File: config.mk
export PLATFORM = sky130hd
export DESIGN_NAME = agoc_cal_bank
export DESIGN_NICKNAME = d
export VERILOG_FILES = /design/src/include/agoc_pkg.sv /design/src/agoc_cal_bank.sv /design/src/agoc_corr_unit.sv
export VERILOG_INCLUDE_DIRS = /design/src /design/src/include
export SDC_FILE = /design/constraint.sdc
export NUM_CORES = 1
export LEC_CHECK = 0
export BUFFER_PORTS_ARGS = -buffer_cell sky130_fd_sc_hd__buf_4
export CORE_AREA = 2 2 168 211
export DETAILED_ROUTE_END_ITERATION = 10
export DIE_AREA = 0 0 170 213
export GPL_ROUTABILITY_DRIVEN = 0
export GPL_TIMING_DRIVEN = 0
export PLACE_DENSITY_LB_ADDON = 0.12
export SYNTH_ARGS = -nofsm -noshare
export SYNTH_HDL_FRONTEND = slang
export SYNTH_SLANG_ARGS = --single-unit
export TNS_END_PERCENT = 30
File: constraint.sdc
create_clock -name clk_sys -period 12.3 [get_ports clk_sys]
set_input_delay 0 -clock clk_sys [delete_from_list [all_inputs] [get_ports clk_sys]]
set_output_delay 0 -clock clk_sys [all_outputs]
set_load 0.02 [all_outputs]
File: src/include/agoc_cfg.svh
// register map, field layout and reset values of the auxiliary calibration bank
`ifndef AGOC_CFG_SVH
`define AGOC_CFG_SVH

`define AGOC_ADDR_W 14
`define AGOC_DATA_W 32
`define AGOC_RES_W 16
`define AGOC_FIELD_W 15
`define AGOC_FRAC_W 14
`define AGOC_QUARTER_SH 2

`define AGOC_OFF_GAIN_X4 14'h2278
`define AGOC_OFF_GAIN_X9 14'h2298
`define AGOC_OFF_OFFS_X9 14'h22d0
`define AGOC_OFF_OFFS_X4 14'h22d4
`define AGOC_OFF_STATUS 14'h2300
`define AGOC_OFF_COUNT 14'h2304

`define AGOC_RST_GAIN 15'h4000
`define AGOC_RST_OFFS 15'h0000
`define AGOC_RST_WORD 32'h0000_0000

`define AGOC_ST_RES_LSB 0
`define AGOC_ST_PAIR_LSB 16
`define AGOC_ST_ILL_BIT 18
`define AGOC_ST_SAT_BIT 19

`endif

File: src/include/agoc_pkg.sv
// types shared by the auxiliary calibration bank
package agoc_pkg;

  // amplifier gain setting as reported by the analog front end
  typedef enum logic [2:0] {
    AGOC_AMP_X1,
    AGOC_AMP_X1P5,
    AGOC_AMP_X2,
    AGOC_AMP_X4,
    AGOC_AMP_X9
  } agoc_amp_gain_t;

  // which calibration pair corrects a sample
  typedef enum logic [1:0] {
    AGOC_PAIR_NONE,
    AGOC_PAIR_X4,
    AGOC_PAIR_X9
  } agoc_pair_t;

endpackage : agoc_pkg

File: src/agoc_cal_bank.sv
// auxiliary channel gain/offset calibration bank with register port
// Notes on behaviour
// - offset field is 15-bit two's complement
// - offset code one adds a quarter LSB
// - zero offset leaves result unchanged; reset value
// - first offset register serves amplifier gain nine
// - second offset register serves amplifier gain four
// - gain field low fifteen bits, fourteen fractional
// - gain code 0x4000 is unity; reset value
// - gain code zero forces result zero
// - 0x2000 halves the result, 0x7fff scales it by 32767/16384, just under two
// - 0x4001 scales one step above unity
// - 0x0001 and 0x3fff scale below unity
// - gain-four pair skips transimpedance and temperature
// - gain-nine pair serves auxiliary voltage inputs
// - bits 31 to 15 read zero, read-only
// - offset registers reset to zero
// - one offset step is quarter result LSB
`timescale 1ns/1ps
`include "agoc_cfg.svh"

module agoc_cal_bank
  import agoc_pkg::*;
#(
  parameter int ADDR_W = `AGOC_ADDR_W,
  parameter int DATA_W = `AGOC_DATA_W,
  parameter int RES_W = `AGOC_RES_W,
  parameter int CAL_W = `AGOC_FIELD_W
)
(
  input wire logic clk_sys,
  input wire logic nrst,
  input wire logic [ADDR_W-1:0] regAddr,
  input wire logic [DATA_W-1:0] regWrData,
  input wire logic regWrStb,
  input wire logic regRdStb,
  output logic [DATA_W-1:0] regRdData,
  input wire logic [RES_W-1:0] convResult,
  input wire logic convValid,
  input wire agoc_amp_gain_t inputAmpGain,
  input wire logic chanIsTransimpedance,
  input wire logic chanIsTempSensor,
  output logic [RES_W-1:0] convResultWord,
  output logic convResultValid,
  output agoc_pair_t corrPairUsed
);

  // calibration registers
  logic [CAL_W-1:0] gainX4_r;
  logic [CAL_W-1:0] gainX4_nxt;
  logic [CAL_W-1:0] gainX9_r;
  logic [CAL_W-1:0] gainX9_nxt;
  logic [CAL_W-1:0] offsX4_r;
  logic [CAL_W-1:0] offsX4_nxt;
  logic [CAL_W-1:0] offsX9_r;
  logic [CAL_W-1:0] offsX9_nxt;

  // read port
  logic [DATA_W-1:0] rdData_r;
  logic [DATA_W-1:0] rdData_nxt;

  // correction datapath
  logic [RES_W-1:0] result_r;
  logic [RES_W-1:0] result_nxt;
  logic resultValid_r;
  logic resultValid_nxt;
  agoc_pair_t pairUsed_r;
  agoc_pair_t pairUsed_nxt;
  logic illegalSeen_r;
  logic illegalSeen_nxt;
  logic satSeen_r;
  logic satSeen_nxt;
  logic [RES_W-1:0] sampleCount_r;
  logic [RES_W-1:0] sampleCount_nxt;

  agoc_pair_t pairSel;
  logic [CAL_W-1:0] selOffs;
  logic [CAL_W-1:0] selGain;
  logic selBypass;
  logic [RES_W-1:0] corrValue;
  logic corrIllegal;
  logic corrSat;
  logic isAuxChannel;
  logic [DATA_W-1:0] statusWord;

  // register writes; only the value field is stored
  always_comb
  begin
    gainX4_nxt = gainX4_r;
    gainX9_nxt = gainX9_r;
    offsX4_nxt = offsX4_r;
    offsX9_nxt = offsX9_r;
    if (regWrStb)
    begin
      case (regAddr)
        `AGOC_OFF_GAIN_X4: gainX4_nxt = regWrData[CAL_W-1:0];
        `AGOC_OFF_GAIN_X9: gainX9_nxt = regWrData[CAL_W-1:0];
        `AGOC_OFF_OFFS_X4: offsX4_nxt = regWrData[CAL_W-1:0];
        `AGOC_OFF_OFFS_X9: offsX9_nxt = regWrData[CAL_W-1:0];
        default:
        begin
          // read-only and unmapped addresses drop writes
          gainX4_nxt = gainX4_r;
        end
      endcase
    end
  end

  always_ff @(posedge clk_sys)
  begin
    if (!nrst)
    begin
      gainX4_r <= `AGOC_RST_GAIN;
      gainX9_r <= `AGOC_RST_GAIN;
      offsX4_r <= `AGOC_RST_OFFS;
      offsX9_r <= `AGOC_RST_OFFS;
    end
    else
    begin
      gainX4_r <= gainX4_nxt;
      gainX9_r <= gainX9_nxt;
      offsX4_r <= offsX4_nxt;
      offsX9_r <= offsX9_nxt;
    end
  end

  // status layout kept in one place; a live view, nothing here is sticky
  always_comb
  begin
    statusWord = `AGOC_RST_WORD;
    statusWord[`AGOC_ST_RES_LSB +: RES_W] = result_r;
    statusWord[`AGOC_ST_PAIR_LSB +: $bits(agoc_pair_t)] = pairUsed_r;
    statusWord[`AGOC_ST_ILL_BIT] = illegalSeen_r;
    statusWord[`AGOC_ST_SAT_BIT] = satSeen_r;
  end

  // read data lands one cycle after the strobe and only then
  always_comb
  begin
    rdData_nxt = `AGOC_RST_WORD;
    if (regRdStb)
    begin
      case (regAddr)
        `AGOC_OFF_GAIN_X4: rdData_nxt = DATA_W'(gainX4_r);
        `AGOC_OFF_GAIN_X9: rdData_nxt = DATA_W'(gainX9_r);
        `AGOC_OFF_OFFS_X4: rdData_nxt = DATA_W'(offsX4_r);
        `AGOC_OFF_OFFS_X9: rdData_nxt = DATA_W'(offsX9_r);
        `AGOC_OFF_STATUS: rdData_nxt = statusWord;
        `AGOC_OFF_COUNT: rdData_nxt = DATA_W'(sampleCount_r);
        default:
        begin
          // unmapped addresses read zero
          rdData_nxt = `AGOC_RST_WORD;
        end
      endcase
    end
  end

  always_ff @(posedge clk_sys)
  begin
    if (!nrst)
    begin
      rdData_r <= `AGOC_RST_WORD;
    end
    else
    begin
      rdData_r <= rdData_nxt;
    end
  end

  // pair selection from amplifier gain and channel class
  always_comb
  begin
    isAuxChannel = !chanIsTransimpedance && !chanIsTempSensor;
    pairSel = AGOC_PAIR_NONE;
    selOffs = `AGOC_RST_OFFS;
    selGain = `AGOC_RST_GAIN;
    case (inputAmpGain)
      AGOC_AMP_X4:
      begin
        if (isAuxChannel)
        begin
          pairSel = AGOC_PAIR_X4;
          selOffs = offsX4_r;
          selGain = gainX4_r;
        end
      end
      AGOC_AMP_X9:
      begin
        if (isAuxChannel)
        begin
          pairSel = AGOC_PAIR_X9;
          selOffs = offsX9_r;
          selGain = gainX9_r;
        end
      end
      default:
      begin
        // other gains and channels are calibrated outside this bank
        pairSel = AGOC_PAIR_NONE;
      end
    endcase
    selBypass = (pairSel == AGOC_PAIR_NONE);
  end

  agoc_corr_unit #(
    .RES_W(RES_W),
    .CAL_W(CAL_W),
    .FRAC_W(`AGOC_FRAC_W),
    .QSH(`AGOC_QUARTER_SH)
  ) u_corr (
    .resultIn(convResult),
    .offsCode(selOffs),
    .gainCode(selGain),
    .bypass(selBypass),
    .corrOut(corrValue),
    .gainIllegal(corrIllegal),
    .saturated(corrSat)
  );

  // one registered stage: corrected word follows each valid sample
  always_comb
  begin
    result_nxt = result_r;
    resultValid_nxt = 1'b0;
    pairUsed_nxt = pairUsed_r;
    if (convValid)
    begin
      result_nxt = corrValue;
      resultValid_nxt = 1'b1;
      pairUsed_nxt = pairSel;
    end
  end

  always_ff @(posedge clk_sys)
  begin
    if (!nrst)
    begin
      result_r <= '0;
      resultValid_r <= 1'b0;
      pairUsed_r <= AGOC_PAIR_NONE;
    end
    else
    begin
      result_r <= result_nxt;
      resultValid_r <= resultValid_nxt;
      pairUsed_r <= pairUsed_nxt;
    end
  end

  // flags describe the latest sample only; not sticky, so no clear race
  always_comb
  begin
    illegalSeen_nxt = illegalSeen_r;
    satSeen_nxt = satSeen_r;
    if (convValid)
    begin
      illegalSeen_nxt = corrIllegal;
      satSeen_nxt = corrSat;
    end
  end

  always_ff @(posedge clk_sys)
  begin
    if (!nrst)
    begin
      illegalSeen_r <= 1'b0;
      satSeen_r <= 1'b0;
    end
    else
    begin
      illegalSeen_r <= illegalSeen_nxt;
      satSeen_r <= satSeen_nxt;
    end
  end

  // sample counter wraps silently; software differences two reads
  always_comb
  begin
    sampleCount_nxt = sampleCount_r;
    if (convValid)
    begin
      sampleCount_nxt = sampleCount_r + RES_W'(1);
    end
  end

  always_ff @(posedge clk_sys)
  begin
    if (!nrst)
    begin
      sampleCount_r <= '0;
    end
    else
    begin
      sampleCount_r <= sampleCount_nxt;
    end
  end

  assign regRdData = rdData_r;
  assign convResultWord = result_r;
  assign convResultValid = resultValid_r;
  assign corrPairUsed = pairUsed_r;

endmodule : agoc_cal_bank

File: src/agoc_corr_unit.sv
// offset-then-gain correction arithmetic with saturation
`timescale 1ns/1ps
`include "agoc_cfg.svh"

module agoc_corr_unit
  import agoc_pkg::*;
#(
  parameter int RES_W = `AGOC_RES_W,
  parameter int CAL_W = `AGOC_FIELD_W,
  parameter int FRAC_W = `AGOC_FRAC_W,
  parameter int QSH = `AGOC_QUARTER_SH
)
(
  input wire logic [RES_W-1:0] resultIn,
  input wire logic [CAL_W-1:0] offsCode,
  input wire logic [CAL_W-1:0] gainCode,
  input wire logic bypass,
  output logic [RES_W-1:0] corrOut,
  output logic gainIllegal,
  output logic saturated
);

  localparam int SUM_W = RES_W + QSH + 2;
  localparam int PRD_W = SUM_W + CAL_W + 1;
  localparam int SH = FRAC_W + QSH;

  logic signed [SUM_W-1:0] sumQ;
  logic signed [PRD_W-1:0] prodQ;
  logic signed [PRD_W-1:0] shiftQ;
  logic signed [PRD_W-1:0] maxQ;

  always_comb
  begin
    // work in quarter LSBs so one offset step is exact
    sumQ = ($signed(SUM_W'(resultIn)) <<< QSH) + SUM_W'($signed(offsCode));
    // gain field is code / 2^FRAC_W, so 0x4000 is unity
    prodQ = PRD_W'(sumQ) * $signed(PRD_W'({1'b0, gainCode}));
    shiftQ = prodQ >>> SH;
    maxQ = $signed(PRD_W'({RES_W{1'b1}}));
    gainIllegal = !bypass && (gainCode == '0);
    saturated = 1'b0;
    if (bypass)
    begin
      corrOut = resultIn;
    end
    else if (gainCode == '0)
    begin
      corrOut = '0;
    end
    else if (shiftQ < 0)
    begin
      // result word is unsigned; clamp rather than wrap
      corrOut = '0;
      saturated = 1'b1;
    end
    else if (shiftQ > maxQ)
    begin
      corrOut = '1;
      saturated = 1'b1;
    end
    else
    begin
      corrOut = shiftQ[RES_W-1:0];
    end
  end

endmodule : agoc_corr_unit

Word level (Yosys, flattened, before mapping)
Cells that the tools add are included.

Input bits: 72. Bits in latches: 0. Memories kept: 0. Output and inout bits: 51. ROM bits: 0. Word-level logic and storage cells: 55. Bits in writable memories: 0. Register bits: 129.

Reduce and logical (&&, ||, !) cells: 12. Div/mod/pow operators: 0. Magnitude comparators: 2. Equality and inequality tests: 8. Bitwise logic cells: 0. Mux-type cells: 19. Add/sub/neg operators: 2. $mul: 1. Shift operators: 0.

Operators by type and width (number): $pmux 20 s6 (1); $eq 14x14->1 const B (6); $mux 16 (4); $mux 15 (4); $pmux 15 s2 (2); $mul 20x16->36 (1); $add 19x15->20 (1); $gt 20x17->1 const B (1); $lt 20x1->1 const B (1); $add 16x1->16 const B (1); $logic_not 15->1 (1); $reduce_and 2->1 (5); $mux 1 (6); $pmux 2 s2 (1); $eq 3x2->1 const B (1); $eq 3x3->1 const B (1); $logic_not 1->1 (3); $logic_and 1x1->1 (2); $logic_not 2->1 (1); $mux 2 (1).

Depth between registers and ports, before layout
Depth in word-level cells: 11. Mapped depth: 43. Gate-level depth less buffers: 37.

Cells and area by module
Synthesis repeated with hierarchy kept, for this count alone.

Cells, all modules: 2071. Area, all modules: 18071.1 sq um.

By module, submodules not included: agoc_corr_unit (cells an instance 1425, instances 1, area an instance 12201.7 sq um, seq. area each 0.0 sq um); agoc_cal_bank (cells an instance 646, instances 1, area an instance 5869.4 sq um, seq. area each 2342.2 sq um).

Worst setup path after synthesis
Ideal clock, no wire load.

Path kind: input-to-reg. Start: in inputAmpGain[2]. End: reg result_r[1] (netlist: convResultWord[1]). Arrival: 9.317 ns. Path buffers: 7. Setup time: 0.070 ns. Stages on the path: 41. Path slack: 2.914 ns. Data required time: 12.230 ns. Cell sequence: and3b_1 -> buf_2 -> and2_1 -> buf_2 -> clkbuf_1 -> buf_1 -> a22o_1 -> ha_1 -> and3_1 -> a221o_1 -> o41ai_2 -> a21oi_2 -> o31ai_2 -> a21oi_2 -> mux2i_1 -> nor4_4 -> nand2_1 -> fa_1 -> [5 not listed] -> fa_1 -> fa_1 -> inv_1 -> fa_1 -> inv_1 -> ha_1 -> a21o_1 -> a21oi_1 -> o21bai_1 -> a31oi_1 -> nand3_1 -> nand2_1 -> a41oi_1 -> xnor2_1 -> buf_2 -> buf_6 -> o211ai_1 -> a21oi_1.

Word-level cells in the longest chain between the ends: 9. Elaborated cells on any way between the ends: 15. Those cells by class: 1 x add/sub; 1 x mul; 2 x order compare; 2 x eq/ne; 7 x mux; 2 x reduce/logical.

RTL lines: from (decl) (line agoc_cal_bank.sv:40) `input wire agoc_amp_gain_t inputAmpGain,`; $eq 3x3->1 or $eq 3x2->1 (tied branches) (line agoc_cal_bank.sv:178) `case (inputAmpGain)`; $pmux 15 s2 (line agoc_cal_bank.sv:178); $add 19x15->20 (line agoc_corr_unit.sv:35) `sumQ = ($signed(SUM_W'(resultIn)) <<< QSH) + SUM_W'($signed(offsCode));`; $mul 20x16->36 (line agoc_corr_unit.sv:37) `prodQ = PRD_W'(sumQ) * $signed(PRD_W'({1'b0, gainCode}));`; $gt 20x17->1 (line agoc_corr_unit.sv:56) `else if (shiftQ > maxQ)`; $mux 16 (line agoc_corr_unit.sv:56); $mux 16 (line agoc_corr_unit.sv:50) `else if (shiftQ < 0)`; $mux 16 (line agoc_corr_unit.sv:46) `else if (gainCode == '0)`; $mux 16 (*) (line agoc_corr_unit.sv:42) `if (bypass)`; to (signal assigned) (line agoc_cal_bank.sv:245) `result_r <= result_nxt;`; to (decl) (line agoc_cal_bank.sv:63) `logic [RES_W-1:0] result_r;`.

Every way passes the cells marked *; elsewhere a longest branch is shown, timed or not. A chain may end at the register's enable or synchronous reset.

Final worst setup path
Start: in inputAmpGain[0]. End: reg result_r[13] (netlist: convResultWord[13]).

Same word-level chain as after synthesis.

==> out/results.tsv <==
metric	value	unit
pin_count	123	
fin_ws	0.8393	ns
dp_slack	0.5652	ns
relSlewSlack	0.05880	
slowest_stage	xnor2_1	
finalCriticalPeriod	11.46	ns
p_per_area	55.80	nW/µm²
drt-initial-drc-count	992	
regToRegEndpoint	convResultWord[13]$_SDFFE_PN0P_	
clk_path_buf_depth	2	
sw_frac_of_total	0.2601	
grt_pass1_vias	15420	
ff_latch_area	2342	µm²
utilization	0.5691	
placed_area	18530	µm²
slew_viol_final	0	
rr_worst_depth	35	
fmax	87.26	MHz
port_buffers	91	
ys_types	71	
initial_core_util	0.5045	
drt-total-wl	54.01	mm
multi_input_area	13180	µm²
layout_commonest_cell	inv_1	
arrival	11.82	ns
final-hold-violation-count	0	
min_path_type	in2reg	
yosys_warnings	0	
clk_latency	0.43	ns
status	finished, final reports clean	
required	12.66	ns
ys_top_cells_by_area	fa_1, dfxtp_1, inv_1, ha_1, nand2_1	
endpoint_kind	flop	
netSwitchingPower	0.2827	mW
grt_max_degree	17	
cp_top_family	adder cells	
p_seq_frac	0.360	
rsz0062_at_grt	no	
ant_nets	0	
synth_simple_gate_area_frac	0.1629	
power_frac_comb	0.132	
ys_seq_area_frac	0.1356	
grt_pass1_wl	85.17	mm
nets	2637	
yosysTopAreaCell	fa_1	
dieWidth	170	µm
whs_endpoint	convResultWord[12]$_SDFFE_PN0P_	
vias	14543	
synth_top_area_frac	0.3350	
fin_skew	0.007026	ns
place_hpwl	45.43	mm
final_area	19480	µm²
synth_compound_area_frac	0.1273	
ys.flop_type	dfxtp_1	
cts_buffers	17	
tightest_slew	1.402	ns
synthAdderAreaFrac	0.4157	
synth_xor_area_frac	0.04094	
synth_area	17270	µm²
reg2reg_from	offsX4_r[4]$_SDFFE_PN0P_	
hp-start	convResult[12]	
maxCapViolCount	0	
dp.cells	2549	
met3_length	3.367	mm
leakage	9.023	nW
antenna_cells	0	
wl_per_cell	20.70	µm
grt-ovfl-total	0	
drt_first_pass_iters	5	
fin_setup_tns	0	ns
path_class	in2reg	
dieArea	36210	µm²
post-route-period-util	0.9318	
clock_sinks	117	
core	34230	µm²
synthMuxAreaShare	0.01217	
chipHeight	213	µm
dr_wl_met2	26.89	mm
highest_layer	met4	
cts_setup_buffers	0	
syn_inst	2018	
syn_avg_cell_area	8.558	µm²
setup_viol	0	
synth_edf_count	0	
via_per_inst	5.574	
critPathLaunchType	primary input	
wl_met1	20.56	mm
internal_power	0.8043	mW
layout-drive-gt1-share	0.07844	
syn2layout_area_growth	12.81	%
critPathBufInv	10	
instances_no_fill	2609	
cts_tree	built	
final_cell_mix	inv_1, fa_1, nand2_1, nor2_1, dfxtp_1	
ir_drop	0.1067	mV
rows	76	
cts_htree_levels	4	
root_buffer	clkbuf_16	
pwr-share-clk	0.508	
clk_transition_reported_paths	0.06	ns
grt_util_all_layers	0.3142	
reg2reg_slack	2.04	ns
crit_fanout	10	
cp_common_cell	fa_1	
whs_path_depth	5	
synth_top_family_by_area	adder cells	
synth-seq-cells	117	
fillers	3168	
route.detailed.drc	0	
antenna_found_initial	0	
max_stage_delay	0.72	ns
postSynth.asyncResetShare	0	
registers in the layout, indices dropped and copies added (netlist names):
name             flops
regRdData           20
convResultWord      16
sampleCount_r       16
gainX4_r            15
gainX9_r            15
offsX4_r            15
offsX9_r            15
corrPairUsed         2
convResultValid      1
illegalSeen_r        1
satSeen_r            1
how the worst max path moves through the flow:
stage                                 endpoint  cells after the start       startpoint
6_report       convResultWord[13]$_SDFFE_PN0P_                     41  inputAmpGain[0]
5_1_grt         convResultWord[2]$_SDFFE_PN0P_                     41  inputAmpGain[0]
3_3_place_gp   convResultWord[13]$_SDFFE_PN0P_                     41  inputAmpGain[0]
3_5_place_dp    convResultWord[9]$_SDFFE_PN0P_                     41  inputAmpGain[0]
4_1_cts        convResultWord[13]$_SDFFE_PN0P_                     41  inputAmpGain[0]
2_1_floorplan   convResultWord[1]$_SDFFE_PN0P_                     41  inputAmpGain[2]
Yosys cell counts, drive strengths merged, types with 3 or more instances:
master / instances
nand2: 276
xnor2: 58
xor2: 21
a31o: 3
a21oi: 55
o21bai: 4
o211ai: 12
a22o: 27
o21ai: 33
a211oi: 3
and3: 12
fa: 289
nor2: 152
mux2i: 21
clkbuf: 70
ha: 109
nand2b: 8
or3: 3
or2: 4
a31oi: 27
nor2b: 28
a22oi: 58
o31ai: 3
a41oi: 3
o21a: 7
dfxtp: 117
inv: 365
a21o: 19
nor4: 10
and2: 35
a21boi: 44
nand3: 59
nor3: 14
buf: 29
nand4: 10
maj3: 3
and4: 4
worst min-delay path, cell delays in order:
cell and delay (ns):
buf_4 0.14, nand2_1 0.06, nand2_1 0.06, nor2_1 0.08, a211oi_1 0.07
stage by stage:
stage	hold WS, ns	total power, mW
after detailed placement	0.2580	0.5314
after global placement	0.2558	0.5310
after floorplan	0.1251	0.4694
after CTS	0.01349	1.088
after global routing	0.04898	1.117
final	0.02829	1.087
metal layers:
| metal | vias to the layer above | track usage |
|---|---|---|
| li1 | 6686 | - |
| met1 | 7183 | 0.3702 |
| met4 | 0 | 0.1704 |
| met3 | 136 | 0.04727 |
| met2 | 538 | 0.5520 |
| met5 | - | 0 |
logic make-up after synthesis:
family,after synthesis
AND/OR/NAND/NOR,623
buffers and inverters,464
multiplexers,21
XOR/XNOR,79
flip-flops,117
AO/OA/AOI/OAI,312
other,1
adder cells (fa/ha/maj),401
power by group through the flow:
stage          Clock [mW]  Combinational (mW)  Sequential, mW
6_report            0.552               0.144           0.392
5_1_grt             0.571               0.154           0.391
4_1_cts             0.555               0.141           0.391
3_5_place_dp            0               0.132           0.399
3_3_place_gp            0               0.132           0.399
2_1_floorplan           0              0.0695           0.400
layout make-up:
cell class	count	share of cell area
timing repair buffer	119	0.04945
clock inverter	11	0.01015
inverter	365	0.07033
buffer	99	0.02280
clock buffer	21	0.02312
tap	429	0.02755
sequential	117	0.1202
multi-input combinational	1448	0.6764
timing repair:
action | 4_1_cts | 5_1_grt
resized for setup | 0 | 0
hold endpoints to repair | 73 | 0
setup endpoints to repair | 0 | 0
hold buffers | 28 | 0
No activity file was read; power rests on OpenSTA's default activity.
